File: config.mk
export PLATFORM = sky130hd
export DESIGN_NAME = opsmp_unit
export DESIGN_NICKNAME = d
export VERILOG_FILES = /design/src/logic/opsmp_pkg.sv /design/src/logic/opsmp_unit.sv
export SDC_FILE = /design/constraint.sdc
export NUM_CORES = 1
export LEC_CHECK = 0
export CORE_ASPECT_RATIO = 2
export CORE_MARGIN = 8
export CORE_UTILIZATION = 52
export CTS_BUF_LIST = sky130_fd_sc_hd__clkbuf_4
export DETAILED_ROUTE_END_ITERATION = 12
export DONT_BUFFER_PORTS = 1
export PLACE_DENSITY = 0.68
export SKIP_LAST_GASP = 1
export SLEW_MARGIN = 40
export SYNTH_ARGS = -nofsm -noshare
export SYNTH_HDL_FRONTEND = slang
export SYNTH_SLANG_ARGS = --single-unit
File: constraint.sdc
create_clock -name i_clk -period 38.1 [get_ports i_clk]
set_clock_uncertainty 0.1 [all_clocks]
set_input_delay 3.81 -clock i_clk [delete_from_list [all_inputs] [get_ports i_clk]]
set_output_delay 3.81 -clock i_clk [all_outputs]
set_load 0.05 [all_outputs]
File: src/logic/opsmp_pkg.sv
// Package: constants, selectors and carriers for the op sampling unit.
package opsmp_pkg;
   // ==========================================================
   // Widths and counts
   localparam int CNT_W_NARROW = 20;
   localparam int CNT_W_WIDE = 27;
   localparam int MAX_LOW_W = 4;
   localparam int SEED_W = 7;
   localparam int LAT_W = 16;
   localparam int SLOTS = 4;
   // ==========================================================
   // Model-specific register selectors
   localparam logic [2:0] SEL_CTL = 3'h0;
   localparam logic [2:0] SEL_CUR = 3'h1;
   localparam logic [2:0] SEL_BRINFO = 3'h2;
   localparam logic [2:0] SEL_ADDR = 3'h3;
   localparam logic [2:0] SEL_MEMINFO = 3'h4;
   localparam logic [2:0] SEL_TARGET = 3'h5;
   // ==========================================================
   // Field positions
   localparam int CTL_EN_BIT = 32;
   localparam int CTL_MODE_BIT = 33;
   localparam int CTL_VALID_BIT = 34;
   localparam int BI_C2R_LSB = 16;
   localparam int BI_BRANCH_BIT = 32;
   localparam int BI_MISP_BIT = 33;
   localparam int BI_TAKEN_BIT = 34;
   localparam int BI_RETURN_BIT = 35;
   localparam int BI_RETMISP_BIT = 36;
   localparam int BI_RESYNC_BIT = 37;
   localparam int BI_ADDRINV_BIT = 38;
   localparam int MI_LOAD_BIT = 0;
   localparam int MI_STORE_BIT = 1;
   // ==========================================================
   // LFSR reset seed and taps, maximum and counter masks
   localparam logic [15:0] LFSR_SEED = 16'hACE1;
   localparam logic [15:0] LFSR_TAPS = 16'hB400;
   localparam logic [22:0] MAX_HI_MASK_NARROW = 23'h00FFFF;
   localparam logic [22:0] MAX_HI_MASK_WIDE = 23'h7FFFFF;
   localparam logic [26:0] CNT_MASK_NARROW = 27'h00FFFFF;
   localparam logic [26:0] CNT_MASK_WIDE = 27'h7FFFFFF;
   // ==========================================================
   // Types
   typedef enum logic {MODE_CYCLES, MODE_DISPATCH} opsmp_mode_t;
   typedef enum logic [1:0] {S_COUNT, S_PEND, S_TRACK, S_DONE} opsmp_fsm_t;
   typedef struct packed {
      logic branch;
      logic misp;
      logic taken;
      logic is_return;
      logic ret_misp;
      logic resync;
      logic load;
      logic store;
      logic addr_invalid;
      logic [63:0] addr;
      logic [63:0] target;
   } opsmp_ret_t;
   typedef struct packed {
      opsmp_fsm_t fsm;
      logic en;
      opsmp_mode_t mode;
      logic [22:0] max_hi;
      logic [26:0] cnt;
      logic [1:0] rr;
      logic [15:0] lfsr;
      logic cmp;
      logic [15:0] t2r;
      logic [15:0] c2r;
      logic [15:0] t2r_cap;
      logic [15:0] c2r_cap;
      opsmp_ret_t smp;
      logic irq;
      logic drop;
      logic tag_v;
      logic [1:0] tag_slot;
      logic [63:0] rdata;
   } opsmp_state_t;
endpackage

File: src/logic/opsmp_unit.sv
// Op sampling unit: tags one op, times it to retirement and holds the sample.
`timescale 1ns/1ps
`default_nettype none
// Function
// Narrow variant: 20-bit counter and maximum, upper 16 maximum bits writable.
// Wide variant: 27-bit counter and maximum, upper 23 maximum bits writable.
// Lowest four maximum bits always read and act as zero.
// Software reads and writes the current selection counter.
// Control register mode bit chooses cycle or dispatched-op tagging.
// Cycle mode: count cycles, round-robin slot in next line, else younger.
// Dispatch mode: count dispatched ops, tag the op that reaches maximum.
// Retirement of the tagged op raises the interrupt with sample readable.
// Flushed tagged op: drop sample, no interrupt, pulse dropped-sample event.
// After flush load counter with 7-bit pseudo-random value and resume.
// Software seeds the counter randomly, mainly its lowest four bits.
// Tag at decode exit and count every cycle until retirement.
// Count cycles from execution completion to retirement separately.
// Report parent instruction address and both counts for every sample.
// Retired-branch flag set only for architectural branch ops.
// Mispredict and taken flags reported independently for branch ops.
// Return flag for returns; return-mispredict only meaningful with it.
// Resync ops flagged, never predicted, always taken.
// Load and store flags reported as the op performed them.
// No type flag set means undifferentiated op, address and counts valid.
// Wide variant only: instruction-address-invalid flag.
// Wide variant only: branch target register, zero means not valid.
// One op tagged at a time; sample held until software re-arms.
module opsmp_unit
   import opsmp_pkg::*;
#(
   parameter int P_WIDE = 0
) (
   // Clock and reset
   input wire logic i_clk,
   input wire logic i_rstn,
   // Register access
   input wire logic i_msr_rd,
   input wire logic i_msr_wr,
   input wire logic [2:0] i_msr_sel,
   input wire logic [63:0] i_msr_wdata,
   output logic [63:0] o_msr_rdata,
   // Dispatch line
   input wire logic i_disp_fire,
   input wire logic [SLOTS-1:0] i_disp_slot_v,
   output logic o_tag_valid,
   output logic [1:0] o_tag_slot,
   // Tagged op progress
   input wire logic i_tag_complete,
   input wire logic i_tag_retire,
   input wire logic i_tag_flush,
   input wire opsmp_ret_t i_ret_info,
   // Events
   output logic o_irq,
   output logic o_drop
);
   // ==========================================================
   // Variant selection
   localparam logic [26:0] CNT_MASK =
      (P_WIDE != 0) ? CNT_MASK_WIDE : CNT_MASK_NARROW;
   localparam logic [22:0] HI_MASK = (P_WIDE != 0) ? MAX_HI_MASK_WIDE : MAX_HI_MASK_NARROW;
   localparam logic [26:0] SEED_MASK = 27'h000007F;

   if (P_WIDE != 0 && P_WIDE != 1) begin : g_bad_variant
      $error("P_WIDE must be 0 or 1");
   end

   function automatic logic [15:0] sat_inc(input logic [15:0] v);
      return (v == 16'hFFFF) ? v : v + 16'h0001;
   endfunction

   opsmp_state_t r;
   opsmp_state_t n;
   logic [26:0] mx;
   logic [26:0] c;
   logic hit;
   logic [2:0] idx;
   logic [63:0] rd;

   // ==========================================================
   // Next state
   always_comb begin
      n = r;
      c = 27'h0;
      hit = 1'b0;
      idx = 3'h0;
      rd = 64'h0;
      n.tag_v = 1'b0;
      n.drop = 1'b0;
      n.lfsr = {1'b0, r.lfsr[15:1]} ^ (r.lfsr[0] ? LFSR_TAPS : 16'h0000);
      mx = {r.max_hi[22:0], 4'h0} & CNT_MASK;
      case (r.fsm)
         S_COUNT: begin
            if (r.en && r.mode == MODE_CYCLES) begin
               n.cnt = (r.cnt + 27'h1) & CNT_MASK;
               if (n.cnt >= mx) begin
                  n.cnt = 27'h0;
                  n.fsm = S_PEND;
               end
            end else if (r.en && i_disp_fire) begin
               // Ops are counted oldest first, so at most one hits per line.
               c = r.cnt;
               for (int i = 0; i < SLOTS; i++) begin
                  if (i_disp_slot_v[i] && !hit) begin
                     c = (c + 27'h1) & CNT_MASK;
                     if (c >= mx) begin
                        hit = 1'b1;
                        c = 27'h0;
                        n.tag_slot = 2'(i);
                     end
                  end
               end
               n.cnt = c;
               if (hit) begin
                  n.tag_v = 1'b1;
               end
            end
         end
         S_PEND: begin
            if (!r.en) begin
               n.fsm = S_COUNT;
            end else if (i_disp_fire) begin
               // Only the round-robin slot and younger slots of the same line are tried; else the next line.
               for (int k = 0; k < SLOTS; k++) begin
                  idx = {1'b0, r.rr} + 3'(k);
                  if (!hit && idx < 3'(SLOTS) && i_disp_slot_v[idx[1:0]]) begin
                     hit = 1'b1;
                     n.tag_slot = idx[1:0];
                  end
               end
               if (hit) begin
                  n.tag_v = 1'b1;
                  n.rr = r.rr + 2'h1;
               end
            end
         end
         S_TRACK: begin
            n.t2r = sat_inc(r.t2r);
            if (r.cmp) begin
               n.c2r = sat_inc(r.c2r);
            end
            if (i_tag_complete) begin
               n.cmp = 1'b1;
            end
            if (i_tag_flush) begin
               n.drop = 1'b1;
               n.cnt = {20'h0, r.lfsr[SEED_W-1:0]} & SEED_MASK;
               n.fsm = S_COUNT;
            end else if (i_tag_retire) begin
               n.t2r_cap = sat_inc(r.t2r);
               n.c2r_cap = r.cmp ? sat_inc(r.c2r) : 16'h0000;
               n.smp.addr = i_ret_info.addr;
               n.smp.branch = i_ret_info.branch;
               n.smp.resync = i_ret_info.resync;
               n.smp.misp = (i_ret_info.branch && i_ret_info.misp)
                  && !i_ret_info.resync;
               n.smp.taken = (i_ret_info.branch && i_ret_info.taken) || i_ret_info.resync;
               n.smp.is_return = i_ret_info.is_return;
               n.smp.ret_misp = i_ret_info.is_return && i_ret_info.ret_misp;
               n.smp.load = i_ret_info.load;
               n.smp.store = i_ret_info.store;
               n.smp.addr_invalid = (P_WIDE != 0) && i_ret_info.addr_invalid;
               n.smp.target = ((P_WIDE != 0) && i_ret_info.branch)
                  ? i_ret_info.target : 64'h0;
               n.irq = 1'b1;
               n.fsm = S_DONE;
            end
         end
         S_DONE: begin
            n.fsm = S_DONE;
         end
         default: begin
            n.fsm = S_COUNT;
         end
      endcase
      if (n.tag_v) begin
         n.fsm = S_TRACK;
         n.t2r = 16'h0000;
         n.c2r = 16'h0000;
         n.cmp = 1'b0;
      end
      if (i_msr_wr && i_msr_sel == SEL_CTL) begin
         n.en = i_msr_wdata[CTL_EN_BIT];
         n.mode = opsmp_mode_t'(i_msr_wdata[CTL_MODE_BIT]);
         n.max_hi = i_msr_wdata[26:MAX_LOW_W] & HI_MASK;
         // Clearing the valid bit only takes effect once a sample is held.
         if (!i_msr_wdata[CTL_VALID_BIT] && r.fsm == S_DONE) begin
            n.irq = 1'b0;
            n.fsm = S_COUNT;
         end
      end
      if (i_msr_wr && i_msr_sel == SEL_CUR) begin
         n.cnt = i_msr_wdata[26:0] & CNT_MASK;
      end
      if (i_msr_rd) begin
         case (i_msr_sel)
            SEL_CTL: begin
               rd[26:MAX_LOW_W] = r.max_hi;
               rd[CTL_EN_BIT] = r.en;
               rd[CTL_MODE_BIT] = r.mode;
               rd[CTL_VALID_BIT] = r.irq;
            end
            SEL_CUR: begin
               rd[26:0] = r.cnt;
            end
            SEL_BRINFO: begin
               rd[LAT_W-1:0] = r.t2r_cap;
               rd[BI_C2R_LSB+LAT_W-1:BI_C2R_LSB] = r.c2r_cap;
               rd[BI_BRANCH_BIT] = r.smp.branch;
               rd[BI_MISP_BIT] = r.smp.misp;
               rd[BI_TAKEN_BIT] = r.smp.taken;
               rd[BI_RETURN_BIT] = r.smp.is_return;
               rd[BI_RETMISP_BIT] = r.smp.ret_misp;
               rd[BI_RESYNC_BIT] = r.smp.resync;
               rd[BI_ADDRINV_BIT] = r.smp.addr_invalid;
            end
            SEL_ADDR: begin
               rd = r.smp.addr;
            end
            SEL_MEMINFO: begin
               rd[MI_LOAD_BIT] = r.smp.load;
               rd[MI_STORE_BIT] = r.smp.store;
            end
            SEL_TARGET: begin
               rd = r.smp.target;
            end
            default: begin
               rd = 64'h0;
            end
         endcase
         n.rdata = rd;
      end
   end

   // ==========================================================
   // State register
   always_ff @(posedge i_clk or negedge i_rstn) begin
      if (!i_rstn) begin
         r <= '0;
         r.lfsr <= LFSR_SEED;
      end else begin
         r <= n;
      end
   end

   assign o_msr_rdata = r.rdata;
   assign o_tag_valid = r.tag_v;
   assign o_tag_slot = r.tag_slot;
   assign o_irq = r.irq;
   assign o_drop = r.drop;
endmodule
`default_nettype wire

==> results.md, run 1 <==
- The flow ran to the end, and the final reports show no timing, DRC or antenna violations.
- The relative max-transition margin is 39.68%.
- The maximum fanout along the worst path is 15.
- The critical path starts at r[291].
- The ratio of total power to cell area is 76.74 nW/um^2.
- In this run the count of I/O pins placed on the die edge is 285.
- The kind of critical path is reg2reg.
- During placement, the flow inserted port buffers numbering 0.
- The placer's final routability congestion estimate is 0.9906.
- The HPWL after detailed placement is 46,690 um.
- Post-CTS timing repair inserted 0 buffers for setup.
- After filler insertion, the fill cell instance count of the layout stands at 3,182.
- The remaining antenna violation count is 0.
- Leaving out fill and tap cells, the most frequent cell in the layout is sky130_fd_sc_hd__nand2_1.
- For this design the total switching power over the nets is 0.0006755 W.
- Data on the critical path arrives at its endpoint at 20,190 ps.
- Setup repair after global routing left no endpoint under its margin.
- The largest single stage delay on the critical path is 670 ps.
- The synthesized netlist net count is 2,366.
- For the pin with the worst max-slew slack, the measured transition is 902.5 ps.
- Summed over its instances, the top area cell type makes up 36.66% of the synthesized netlist area.
- The area used by multi-input combinational logic is 9605 sq um.
- The post-synthesis cell area is 17,470 sq um.
- After the first detailed-routing iteration, the DRC count stood at 1,081.
- By area the synthesized netlist is led by sky130_fd_sc_hd__dfrtp_1, sky130_fd_sc_hd__nand2_1, sky130_fd_sc_hd__ha_1.
- The total number of yosys warnings is 0.
- In this run, the clock network consumes 15.8% of the power.
- The number of maximum-capacitance constraint violations is 0.
- The fraction of registers with async set or reset after synthesis is 100.0%.
- Yosys mapped a number of flops with a built-in enable equal to 0.
- Adding up every negative setup slack in the final design gives 0 ps.
- The number of antenna violations at the first check in global routing was 3.
- The count of vias placed by the detailed router is 15,579.
- VDD sags by at most 0.05538 mV.
- The synthesized flop and latch total is 264.
- The combinational share of power is 49.1%.
- The max-slew violation count was 0.
- Dividing the final minimum period by the clock period gives 51.69%.
- The CTS sink count is 264.
- The start point of the worst min-delay path is r[283].
- In the routed design, unresolved DRC markers number 0.
- In the final routed layout, each cell accounts on average for 25.05 um.
- After synthesis, the netlist uses 110 different library cells.
- The clock input transition at the sequential cells of the worst setup and hold paths is 90 ps.
- The maximum number of pins on one net before global-route repair is 265.
- The worst setup slack after placement is 18,860 ps.
- The clock passes through at most 3 buffers.
- The floorplan has 95 rows.
- Of the total power, the share spent switching nets is 48.95%.
- The overall die area is 40,080 sq um.
- The mean area per synthesized cell is 8.409 sq um.
- The startpoint identified for the worst register-to-register timing path is r[291].
- The detailed-route vias per instance is 6.351.
- The type of the most critical hold path is reg2reg.
- The worst path in the final design needs a cycle of 19,690 ps, including I/O delays and setup.
- The final layout contains routed wiring with a total length of 61,450 um.
- The share of final-layout standard cells stronger than drive strength 1 is 9.727%.
- The commonest register cell after synthesis is sky130_fd_sc_hd__dfrtp_1.
- The initial cell density of the core is 52.32%.
- The number of buffers added by the clock tree synthesis step is 55.
- The total area inside the core boundary comes to 33,400 sq um.
- The kind of launch point of the worst setup path is a register.
- The number of instances in the synthesized netlist is 2,078.
- Summed over all cells, the static leakage comes to 7.972 nW.
- For this run, the detailed router's first-pass iteration total came to 6.
- The library cell used as clock root buffer is sky130_fd_sc_hd__clkbuf_4.
- Internal power comes to 0.0007043 W.
- Among all stages on the critical path, the largest delay is contributed by sky130_fd_sc_hd__nor4_1.
- The later-pin clock latency in the skew report is 690 ps.
- The achievable frequency is 50.78 MHz.
- The synthesis-to-layout area growth is 2.892%.
- The number of cells upsized or downsized after cts is 0.
- The endpoint required time on the critical path is 38,600 ps.
- In the layout the commonest cells are sky130_fd_sc_hd__nand2_1, sky130_fd_sc_hd__dfrtp_1, sky130_fd_sc_hd__nor2_1.
- The number of buffers added to fix hold violations after cts is 0.
- The setup slack after layout is 18,410 ps.
- The via count of the first global-routing pass is 15,827.
- The H-tree was split into 2 levels.
- The clock tree from TritonCTS is done.
- The first global-routing pass estimated 93,670 um of wire.
- The count of endpoints failing hold in the final timing report is 0.
- The total global routing track utilization is 30.41%.
- The die boundary height is 275.2 um.
- The area taken by flip-flops and latches is 6616 sq um.
- Setup violations remaining at the end of the flow were counted as 0.
- The part of the Yosys area used for sequential elements is 37.86%.
- The critical path capture point type is a register.
- The net count of the finished layout is 2,266.
- The horizontal extent of the die is 145.6 um.
- Sequential cells burn 35.1% of the power.
- The biggest area contributor in the post-synthesis netlist is sky130_fd_sc_hd__dfrtp_1.
- For this run the aggregate overflow at the end of global routing stands at 0.
## cells by family after synthesis
group	count (synthesis)	synth area share [%]
simple gates	811	21.65
compound gates	551	21.58
flops	264	37.86
buf+inv	263	7.339
xor+xnor	86	4.482
fa+ha+maj	72	5.155
mux	31	1.933
## final cells by class
| type | instances | area share (%) |
|---|---|---|
| Inverter | 80 | 1.670 |
| Multi-Input combinational cell | 1551 | 53.42 |
| Timing Repair Buffer | 26 | 1.106 |
| Clock buffer | 79 | 3.299 |
| Tap cell | 436 | 3.034 |
| Clock inverter | 15 | 0.6402 |
| Antenna cell | 2 | 0.02784 |
| Sequential cell | 264 | 36.80 |
## routing by layer
layer  part of all wire [%]  track usage [%]  vias up
met5                  0.018                0        -
met4                    8.5            23.82        2
met1                     33            29.33     7522
met2                     53            56.34      660
li1                       -                -     7158
met3                    6.1            5.598      237
## worst paths after layout
check	to	slack [ps]	cells past startpoint
worst max-delay path	r[260]	18410	63
worst min-delay path	r[282]	230	0
worst max register to register	r[260]	18410	63
worst min register to register	r[282]	230	0
max in group asynchronous	r[187]	34420	0
min in group asynchronous	r[154]	2730	0
## registers in the layout, indices dropped and copies added, names as in the netlist
register / count
r: 179
o_msr_rdata: 64
mx: 16
o_tag_slot: 2
o_drop: 1
o_irq: 1
o_tag_valid: 1
## synthesized netlist by cell type, types with 5 or more instances
cell and count:
sky130_fd_sc_hd__nand2_1 398, sky130_fd_sc_hd__dfrtp_1 256, sky130_fd_sc_hd__nor2_1 145, sky130_fd_sc_hd__o21ai_0 131, sky130_fd_sc_hd__a21oi_1 100, sky130_fd_sc_hd__clkbuf_1 91
sky130_fd_sc_hd__inv_1 77, sky130_fd_sc_hd__ha_1 72, sky130_fd_sc_hd__buf_4 67, sky130_fd_sc_hd__a22oi_1 57, sky130_fd_sc_hd__nand3_1 45, sky130_fd_sc_hd__a31oi_1 44
sky130_fd_sc_hd__xor2_1 43, sky130_fd_sc_hd__xnor2_1 39, sky130_fd_sc_hd__nor3_1 37, sky130_fd_sc_hd__nand4_1 33, sky130_fd_sc_hd__a21o_1 27, sky130_fd_sc_hd__and3_1 23
sky130_fd_sc_hd__o31ai_1 22, sky130_fd_sc_hd__nor2b_1 20, sky130_fd_sc_hd__o22ai_1 20, sky130_fd_sc_hd__and2_1 19, sky130_fd_sc_hd__mux2i_1 18, sky130_fd_sc_hd__nor4_1 18
sky130_fd_sc_hd__nand2b_1 16, sky130_fd_sc_hd__buf_2 15, sky130_fd_sc_hd__o21a_1 14, sky130_fd_sc_hd__mux2_2 12, sky130_fd_sc_hd__a211oi_1 11, sky130_fd_sc_hd__a22o_1 11
sky130_fd_sc_hd__o211ai_1 10, sky130_fd_sc_hd__a2bb2oi_1 9, sky130_fd_sc_hd__dfstp_2 8, sky130_fd_sc_hd__or3_1 7, sky130_fd_sc_hd__a2111oi_0 6, sky130_fd_sc_hd__a221oi_1 6
sky130_fd_sc_hd__buf_1 5, sky130_fd_sc_hd__o2bb2ai_1 5, sky130_fd_sc_hd__o31a_1 5
## power by group through the flow
stage	Clock (W)	Sequential [W]	Combinational, W
6_report	0.000218	0.000484	0.000678
5_1_grt	0.000236	0.000493	0.000741
4_1_cts	0.000224	0.000481	0.000665
3_5_place_dp	0	0.000486	0.000661
3_3_place_gp	0	0.000484	0.000646
2_1_floorplan	0	0.000405	0.000546
## worst max-delay path: cells and delay by family, from the launching register on
family                   cells  cell delay (ps)
AND/OR/NAND/NOR             25             8470
AO/OA/AOI/OAI               24             7220
adder cells (fa/ha/maj)      7             1870
buffers and inverters        4              710
flip-flops                   1              650
XOR/XNOR                     3              550
## through the flow
stage	utilization [%]	std cells	hold slack, ps	total power [W]	cell area, sq um
3_5_place_dp	51.70	2357	235.5	0.001147	17270
2_1_floorplan	-	2078	231.2	0.0009505	17470
6_report	53.83	2453	228.2	0.001380	17980
4_1_cts	53.82	2451	242.0	0.001370	17970
3_3_place_gp	51.67	2357	236.2	0.001130	17260
5_1_grt	53.82	2452	235.6	0.001471	17980
Power figures use the tool's default switching activity.
==> run 2: changes to the inputs <==
- ABC_AREA: unset -> 1
- PLACE_DENSITY: 0.68 -> 0.71
- clock period: 38.1 -> 15.8 ns (I/O delays scaled with it)
==> run 2 against run 1 <==
Effect of this change:
- final area up 2.6%
- fmax up 35%
- clock power up 130%
- first-iteration DRC count down 9.3%
- routed wire length up 12%
- synthesized cell count up 23%
- non-clock buffer count up 2
- via count up 8.9%
- global-route usage up 3.2 points
- total power up 140%
- clock-buffer cell count unchanged
- critical endpoint is now r[290]
- highest routed layer is now met4
==> results.md, run 2 <==
- The max-slew violation count is 0 (unchanged).
- The overall die area is 40,890 sq um (+2.0%).
- The maximum number of pins on one net before global-route repair is 265 (unchanged).
- The CTS sink count is 264 (unchanged).
- The cell class contributing the biggest share of worst-path delay is simple AND/OR/NAND/NOR gates.
- The leading cell type in the layout, fill and taps excluded is sky130_fd_sc_hd__nand2_1.
- The most used cell along the critical path is sky130_fd_sc_hd__nand2_1.
- The data arrival time of the worst path was 15,130 ps (-5060 ps).
- The later-pin clock latency in the skew report is 700 ps (about the same).
- The leftover overflow at the end of global routing is 0 (unchanged).
- The via count of the first global-routing pass came to 17,295 (+9.3%).
- The share of final-layout standard cells stronger than drive strength 1 was 8.492% (-1.2 points).
- In the layout the commonest cells are sky130_fd_sc_hd__nand2_1, sky130_fd_sc_hd__inv_1, sky130_fd_sc_hd__dfrtp_1.
- The HPWL after detailed placement is 54,140 um (+16%).
- The endpoint required time on the critical path came to 16,320 ps (-22,280 ps).
- TritonCTS built the clock tree.
- The buffers inserted during post-CTS setup optimization is 0 (unchanged).
- The type of the most critical hold path is reg2reg.
- The total negative slack for setup checks was 0 ps (unchanged).
- The delay of the slowest cell on the worst path is 590 ps (-80 ps).
- The synthesized flop and latch total was 264 (unchanged).
- Ranked by instance count, the synthesized netlist is headed by sky130_fd_sc_hd__nand2_1, sky130_fd_sc_hd__inv_1, sky130_fd_sc_hd__dfrtp_1, sky130_fd_sc_hd__nor2_1, sky130_fd_sc_hd__nand3_1.
- The number of input and output port buffers inserted came to 0 (unchanged).
- In the post-synthesis netlist, the biggest area contributors are sky130_fd_sc_hd__dfrtp_1, sky130_fd_sc_hd__nand2_1, sky130_fd_sc_hd__inv_1.
- The number of flops mapped to enable cells by yosys came to 0 (unchanged).
- The synthesized netlist net count came to 2,841 (+20%).
- The sum of routed wire length over all layers is 69,080 um (+12%).
- The leakage power is 9.328 nW (+17%).
- The actual transition at the worst max-transition pin is 848.2 ps (-54.28 ps).
- The number of maximum-capacitance constraint violations is 0 (unchanged).
- The count of vias placed by the detailed router is 16,966 (+8.9%).
- The peak supply drop is 0.1003 mV (+81%).
- The largest area contributor in the synthesized netlist is sky130_fd_sc_hd__dfrtp_1.
- The commonest register cell after synthesis is sky130_fd_sc_hd__dfrtp_1.
- The placer's final routability congestion estimate is 1.045 (+5.5%).
- The internal reg-to-reg setup slack was 1190 ps (-17,220 ps).
- The share of the clock period used by the worst path after layout is 92.47% (+41 points).
- The number of optimization iterations in the first detailed-route pass is 6 (unchanged).
- The maximum fanout along the worst path came to 35 (+20).
- The run finished with clean final reports.
- The count of endpoints failing hold in the final timing report was 0 (unchanged).
- The total number of yosys warnings is 0 (unchanged).
- The mean area per synthesized cell is 6.996 sq um (-17%).
- The row count is 96 (+1.1%).
- The total global routing track utilization is 33.63% (+3.2 points).
- The ratio of total power to cell area is 182.5 nW/um^2 (+140%).
- The net count of the finished layout came to 2,771 (+22%).
- The setup path with the least slack is of type reg2reg.
- The library cell used as clock root buffer is sky130_fd_sc_hd__clkbuf_4.
- The core utilization of the finished layout is 54.06% (+0.23 points).
- The flip-flop count of the largest register after layout is 179 (unchanged).
- The achievable frequency is 68.44 MHz (+35%).
- By instance count, the leading cell after synthesis is sky130_fd_sc_hd__nand2_1.
- The number of buffers added to fix hold violations after cts came to 0 (unchanged).
- The detailed-route vias per instance is 5.726 (-9.8%).
- The number of buffers added by the clock tree synthesis step is 55 (unchanged).
- The core area is 34,110 sq um (+2.1%).
- The first-pass GRT wire length is 103,300 um (+10%).
- More flip-flops sit in one register than any other, and that register is r.
- The horizontal extent of the die was 147.0 um (+0.98%).
- The post-synthesis cell type count is 54 (-51%).
- The die boundary height is 278.1 um (+1.0%).
- The number of top-level pins came to 285 (unchanged).
- Relative to the synthesized area, the layout overhead comes to 3.257%.
- The post-synthesis cell area is 17,860 sq um (+2.2%).
- The setup-violating endpoint count in the final report is 0 (unchanged).
- The remaining antenna violation count is 0 (unchanged).
- The initial cell density of the core is 52.35% (about the same).
- The buffering stage count on the worst path with inverters included is 7 (+3).
- The kind of launch point of the worst setup path is a register.
- Setup repair after global routing left no endpoint under its margin.
- On the critical path, the stage with the largest delay is an instance of sky130_fd_sc_hd__dfrtp_1.
- The DRC violation total after the first TritonRoute iteration is 981 (-9.3%).
- The critical path capture point type is a register.
- The share of the synthesized area in the top cell type is 35.87% (-0.79 points).
- The clock input transition at the sequential cells of the worst setup and hold paths came to 70 ps (-20 ps).
- The remaining routing DRC violations is 0 (unchanged).
- The number of antenna violations at the first check in global routing came to 1 (-2).
- The part of the Yosys area used for sequential elements came to 37.05% (-0.82 points).
- The fraction of registers with async set or reset after synthesis was 100.0% (unchanged).
- The minimum period implied by the final worst setup slack is 14,610 ps (-5083 ps).
- The number of levels in the clock H-tree is 2 (unchanged).
- The routed length per placed instance was 23.31 um (-6.9%).
- The clock tree buffer depth is 3 (unchanged).
- The number of instances in the synthesized netlist is 2,553 (+23%).
- The relative max-transition margin came to 42.85% (+3.2 points).
- The number of cells upsized or downsized after cts is 0 (unchanged).
-- run 2: changes by cell type after synthesis, sizes merged, moves of 32 or more --
cell    before  now
xnor2       41    3
a22oi       58    7
nor2       146  205
clkbuf      93   61
a31oi       44    6
nand3       46  151
nand2      402  901
inv         79  292
-- run 2: cell families (layout without fill, tap and decap cells) --
| group | Yosys count | in the layout | synth area share (%) |
|---|---|---|---|
| xor+xnor | 37 | 37 | 1.815 |
| other cells | 0 | 2 | 0 |
| simple gates | 1365 | 1365 | 32.85 |
| flops | 264 | 264 | 37.05 |
| fa+ha+maj | 72 | 72 | 5.044 |
| compound gates | 366 | 366 | 12.04 |
| buf+inv | 449 | 416 | 11.20 |
-- run 2: area by class of cell --
type                            instances  area [sq um]
Timing Repair Buffer                   28         210.2
Inverter                              294          1107
Clock inverter                         15         62.56
Antenna cell                            2         5.005
Multi-Input combinational cell       1840          9295
Sequential cell                       264          6616
Tap cell                              441         551.8
Fill cell                            3496         15670
Clock buffer                           79         593.1
-- run 2: where the power goes --
| part | internal [W] | switching [W] |
|---|---|---|
| Sequential | 0.000881 | 0.000282 |
| Clock | 0.000229 | 0.000264 |
| Combinational | 0.000485 | 0.00123 |
| Total | 0.00160 | 0.00177 |
-- run 2: metal layers --
layer / wire length (um) / GRT usage [%] / vias to the layer above
li1: - / - / 8061
met1: 21640 / 30.45 / 7919
met2: 35360 / 60.88 / 722
met3: 4164 / 6.149 / 264
met4: 7912 / 32.78 / 0
met5: 0 / 0 / -
-- run 2: worst paths after layout --
kind,from,endpoint,cells past startpoint
worst min register to register,r[280],r[279],0
max in group asynchronous,i_rstn,r[287],0
min in group asynchronous,i_rstn,o_msr_rdata[44],0
worst min-delay path,r[280],r[279],0
worst max-delay path,r[290],r[290],69
worst max register to register,r[290],r[290],69
-- run 2: per-stage QoR --
| stage | power [W] | hold WS [ps] | cells | setup slack (ps) | instance area, sq um |
|---|---|---|---|---|---|
| after CTS | 0.003334 | 259.8 | 2961 | 1581 | 18430 |
| after detailed placement | 0.002833 | 241.9 | 2867 | 1680 | 17770 |
| final | 0.003366 | 254.3 | 2963 | 1189 | 18440 |
| after global placement | 0.002799 | 241.1 | 2867 | 1657 | 17750 |
| after global routing | 0.003602 | 262.6 | 2962 | 437.3 | 18440 |
| after floorplan | 0.002291 | 231.2 | 2553 | 5814 | 17860 |
==> run 3: changes to the inputs <==
--- a/config.mk
+++ b/config.mk
@@ -15,2 +15,3 @@
 export PLACE_DENSITY = 0.71
+export SETUP_SLACK_MARGIN = 0.2
 export SKIP_LAST_GASP = 1
==> constraint.sdc (replaced) <==
create_clock -name i_clk -period 15.8 [get_ports i_clk]
set_clock_uncertainty 0.1 [all_clocks]
set_input_delay 3.16 -clock i_clk [delete_from_list [all_inputs] [get_ports i_clk]]
set_output_delay 3.16 -clock i_clk [all_outputs]
set_load 0.05 [all_outputs]
==> run 3 against run 2 <==
Effect of this change:
- combinational power about the same
- utilization up 0.13 points
- die area unchanged
- sequential cell count unchanged
- largest cell class unchanged
==> results.md, run 3 (same netlist as run 2, synthesis figures left out) <==
- The max-slew violation count is 0 (unchanged).
- The endpoint required time on the critical path is 16,340 ps (+20 ps).
- The largest individual stage delay along the critical path comes from the cell sky130_fd_sc_hd__dfrtp_1.
- The sum of routed wire length over all layers was 71,770 um (+3.9%).
- The share of final-layout standard cells stronger than drive strength 1 is 8.429% (-0.063 points).
- The first-pass GRT wire length is 105,700 um (+2.3%).
- The overall die area is 40,890 sq um (unchanged).
- The routed length per placed instance is 24.17 um (+3.7%).
- Relative to the synthesized area, the layout overhead comes to 3.503%.
- The achievable frequency is 69.39 MHz (+1.4%).
- The setup slack after layout is 1388 ps (+199.0 ps).
- The maximum fanout along the worst path came to 29 (-17%).
- The core area was 34,110 sq um (unchanged).
- The clock input transition at the sequential cells of the worst setup and hold paths is 80 ps (about the same).
- The most crowded layer after global routing is met2.
- The kind of critical path is reg2reg.
- The via count of the first global-routing pass is 17,133 (-0.94%).
- The total negative slack for setup checks is 0 ps (unchanged).
- The remaining antenna violation count is 0 (unchanged).
- The run finished with clean final reports.
- The share of the clock period used by the worst path after layout came to 91.21% (-1.3 points).
- The register with the most flip-flops is r.
- The horizontal extent of the die was 147.0 um (unchanged).
- The buffers inserted during post-CTS setup optimization is 0 (unchanged).
- The DRC violation total after the first TritonRoute iteration is 1,158 (+18%).
- The number of cells upsized or downsized after cts is 0 (unchanged).
- The global routing usage on met1 was 31.54% (+1.1 points).
- The fraction of met3 tracks used by global routing was 6.751% (+0.60 points).
- The worst setup slack after placement came to 1593 ps (-86.50 ps).
- The leakage power is 9.339 nW (+0.12%).
- The CTS sink count came to 264 (unchanged).
- The library cells used most frequently in the layout, excluding fill and tap cells, are sky130_fd_sc_hd__nand2_1, sky130_fd_sc_hd__inv_1, sky130_fd_sc_hd__dfrtp_1.
- The number of optimization iterations in the first detailed-route pass came to 6 (unchanged).
- The number of antenna violations at the first check in global routing is 4 (+3).
- The later-pin clock latency in the skew report is 710 ps (about the same).
- The number of maximum-capacitance constraint violations was 0 (unchanged).
- The count of vias placed by the detailed router is 17,162 (+1.2%).
- The net count of the finished layout was 2,770 (-0.036%).
- The flip-flop count of the largest register after layout was 179 (unchanged).
- The setup-violating endpoint count in the final report is 0 (unchanged).
- The actual transition at the worst max-transition pin came to 852.8 ps (+4.612 ps).
- The met2 demand-to-capacity share in global routing is 63.33% (+2.4 points).
- The row count is 96 (unchanged).
- The total global routing track utilization is 34.80% (+1.2 points).
- The placer's final routability congestion estimate is 1.050 (+0.49%).
- The worst hold slack across all endpoints was 253.6 ps (-0.7360 ps).
- The relative max-transition margin is 43.09% (+0.23 points).
- TritonCTS built the clock tree.
- The internal reg-to-reg setup slack is 1390 ps (+200 ps).
- The number of levels in the clock H-tree came to 2 (unchanged).
- The leading cell type in the layout, fill and taps excluded is sky130_fd_sc_hd__nand2_1.
- The number of top-level pins is 285 (unchanged).
- The type of the most critical hold path is reg2reg.
- STA classifies the critical path endpoint as a register.
- The clock tree buffer depth is 3 (unchanged).
- The ratio of total power to cell area was 185.6 nW/um^2 (+1.7%).
- The count of endpoints failing hold in the final timing report was 0 (unchanged).
- The maximum number of pins on one net before global-route repair is 265 (unchanged).
- The post-route total power is 0.003431 W (+1.9%).
- The number of input and output port buffers inserted is 0 (unchanged).
- The peak supply drop came to 0.09226 mV (-8.0%).
- The core utilization of the finished layout is 54.19% (+0.13 points).
- The minimum period implied by the final worst setup slack is 14,410 ps (-199.0 ps).
- The HPWL after detailed placement is 55,460 um (+2.4%).
- The leftover overflow at the end of global routing is 0 (unchanged).
- The initial cell density of the core was 52.35% (unchanged).
- Setup repair after global routing left no endpoint under its margin.
- The number of buffers added to fix hold violations after cts is 0 (unchanged).
- In this design, the critical path's most frequently occurring cell is sky130_fd_sc_hd__nand2_1.
- The die boundary height is 278.1 um (unchanged).
- The delay of the slowest cell on the worst path is 710 ps (+120 ps).
- The tree is rooted in a sky130_fd_sc_hd__clkbuf_4.
- The detailed-route vias per instance is 5.778 (+0.92%).
- The kind of launch point of the worst setup path is a register.
- The number of buffers added by the clock tree synthesis step is 55 (unchanged).
- The data arrival time of the worst path is 14,950 ps (-180 ps).
- The remaining routing DRC violations is 0 (unchanged).
==> run 3: critical path, delay by kind of cell (launching register included) <==
family | cells | cell delay [ps]
fa+ha+maj | 6 | 1590
compound gates | 8 | 1840
simple gates | 53 | 8550
xor+xnor | 1 | 220
buf+inv | 11 | 1240
flops | 1 | 710
==> run 3: layout make-up <==
class	count	area, sq um
clock inverter	26	135.1
inverter	294	1107
timing repair buffer	27	202.7
clock buffer	76	570.5
sequential	264	6616
multi-input combinational	1840	9296
fill	3432	15630
tap	441	551.8
antenna	2	5.005
==> run 3: stage by stage <==
step | instances | cell area [sq um]
floorplan | 2553 | 17860
global placement | 2866 | 17750
detailed placement | 2866 | 17750
CTS | 2968 | 18460
global route | 2969 | 18480
finish | 2970 | 18490
==> run 3: report_power, final <==
group	leakage [nW]	internal, W	switching, W	total (W)
registers	3.42	0.000881	0.000290	0.00117
logic	5.51	0.000488	0.00125	0.00174
clock network	0.409	0.000241	0.000278	0.000519
total	9.34	0.00161	0.00182	0.00343
==> run 3: worst paths after layout <==
path                       cells past startpoint  startpoint      to
min in group asynchronous                      0      i_rstn  r[175]
hold reg to reg                                0      r[283]  r[282]
setup / recovery                              79      r[292]  r[290]
max in group asynchronous                      0      i_rstn  mx[11]
hold / removal                                 0      r[283]  r[282]
setup reg to reg                              79      r[292]  r[290]
==> run 3: metal layers <==
metal	up-vias	wire, um
met1	8082	22320
met4	2	7789
met3	272	4483
met5	-	9
met2	738	37170
li1	8068	-
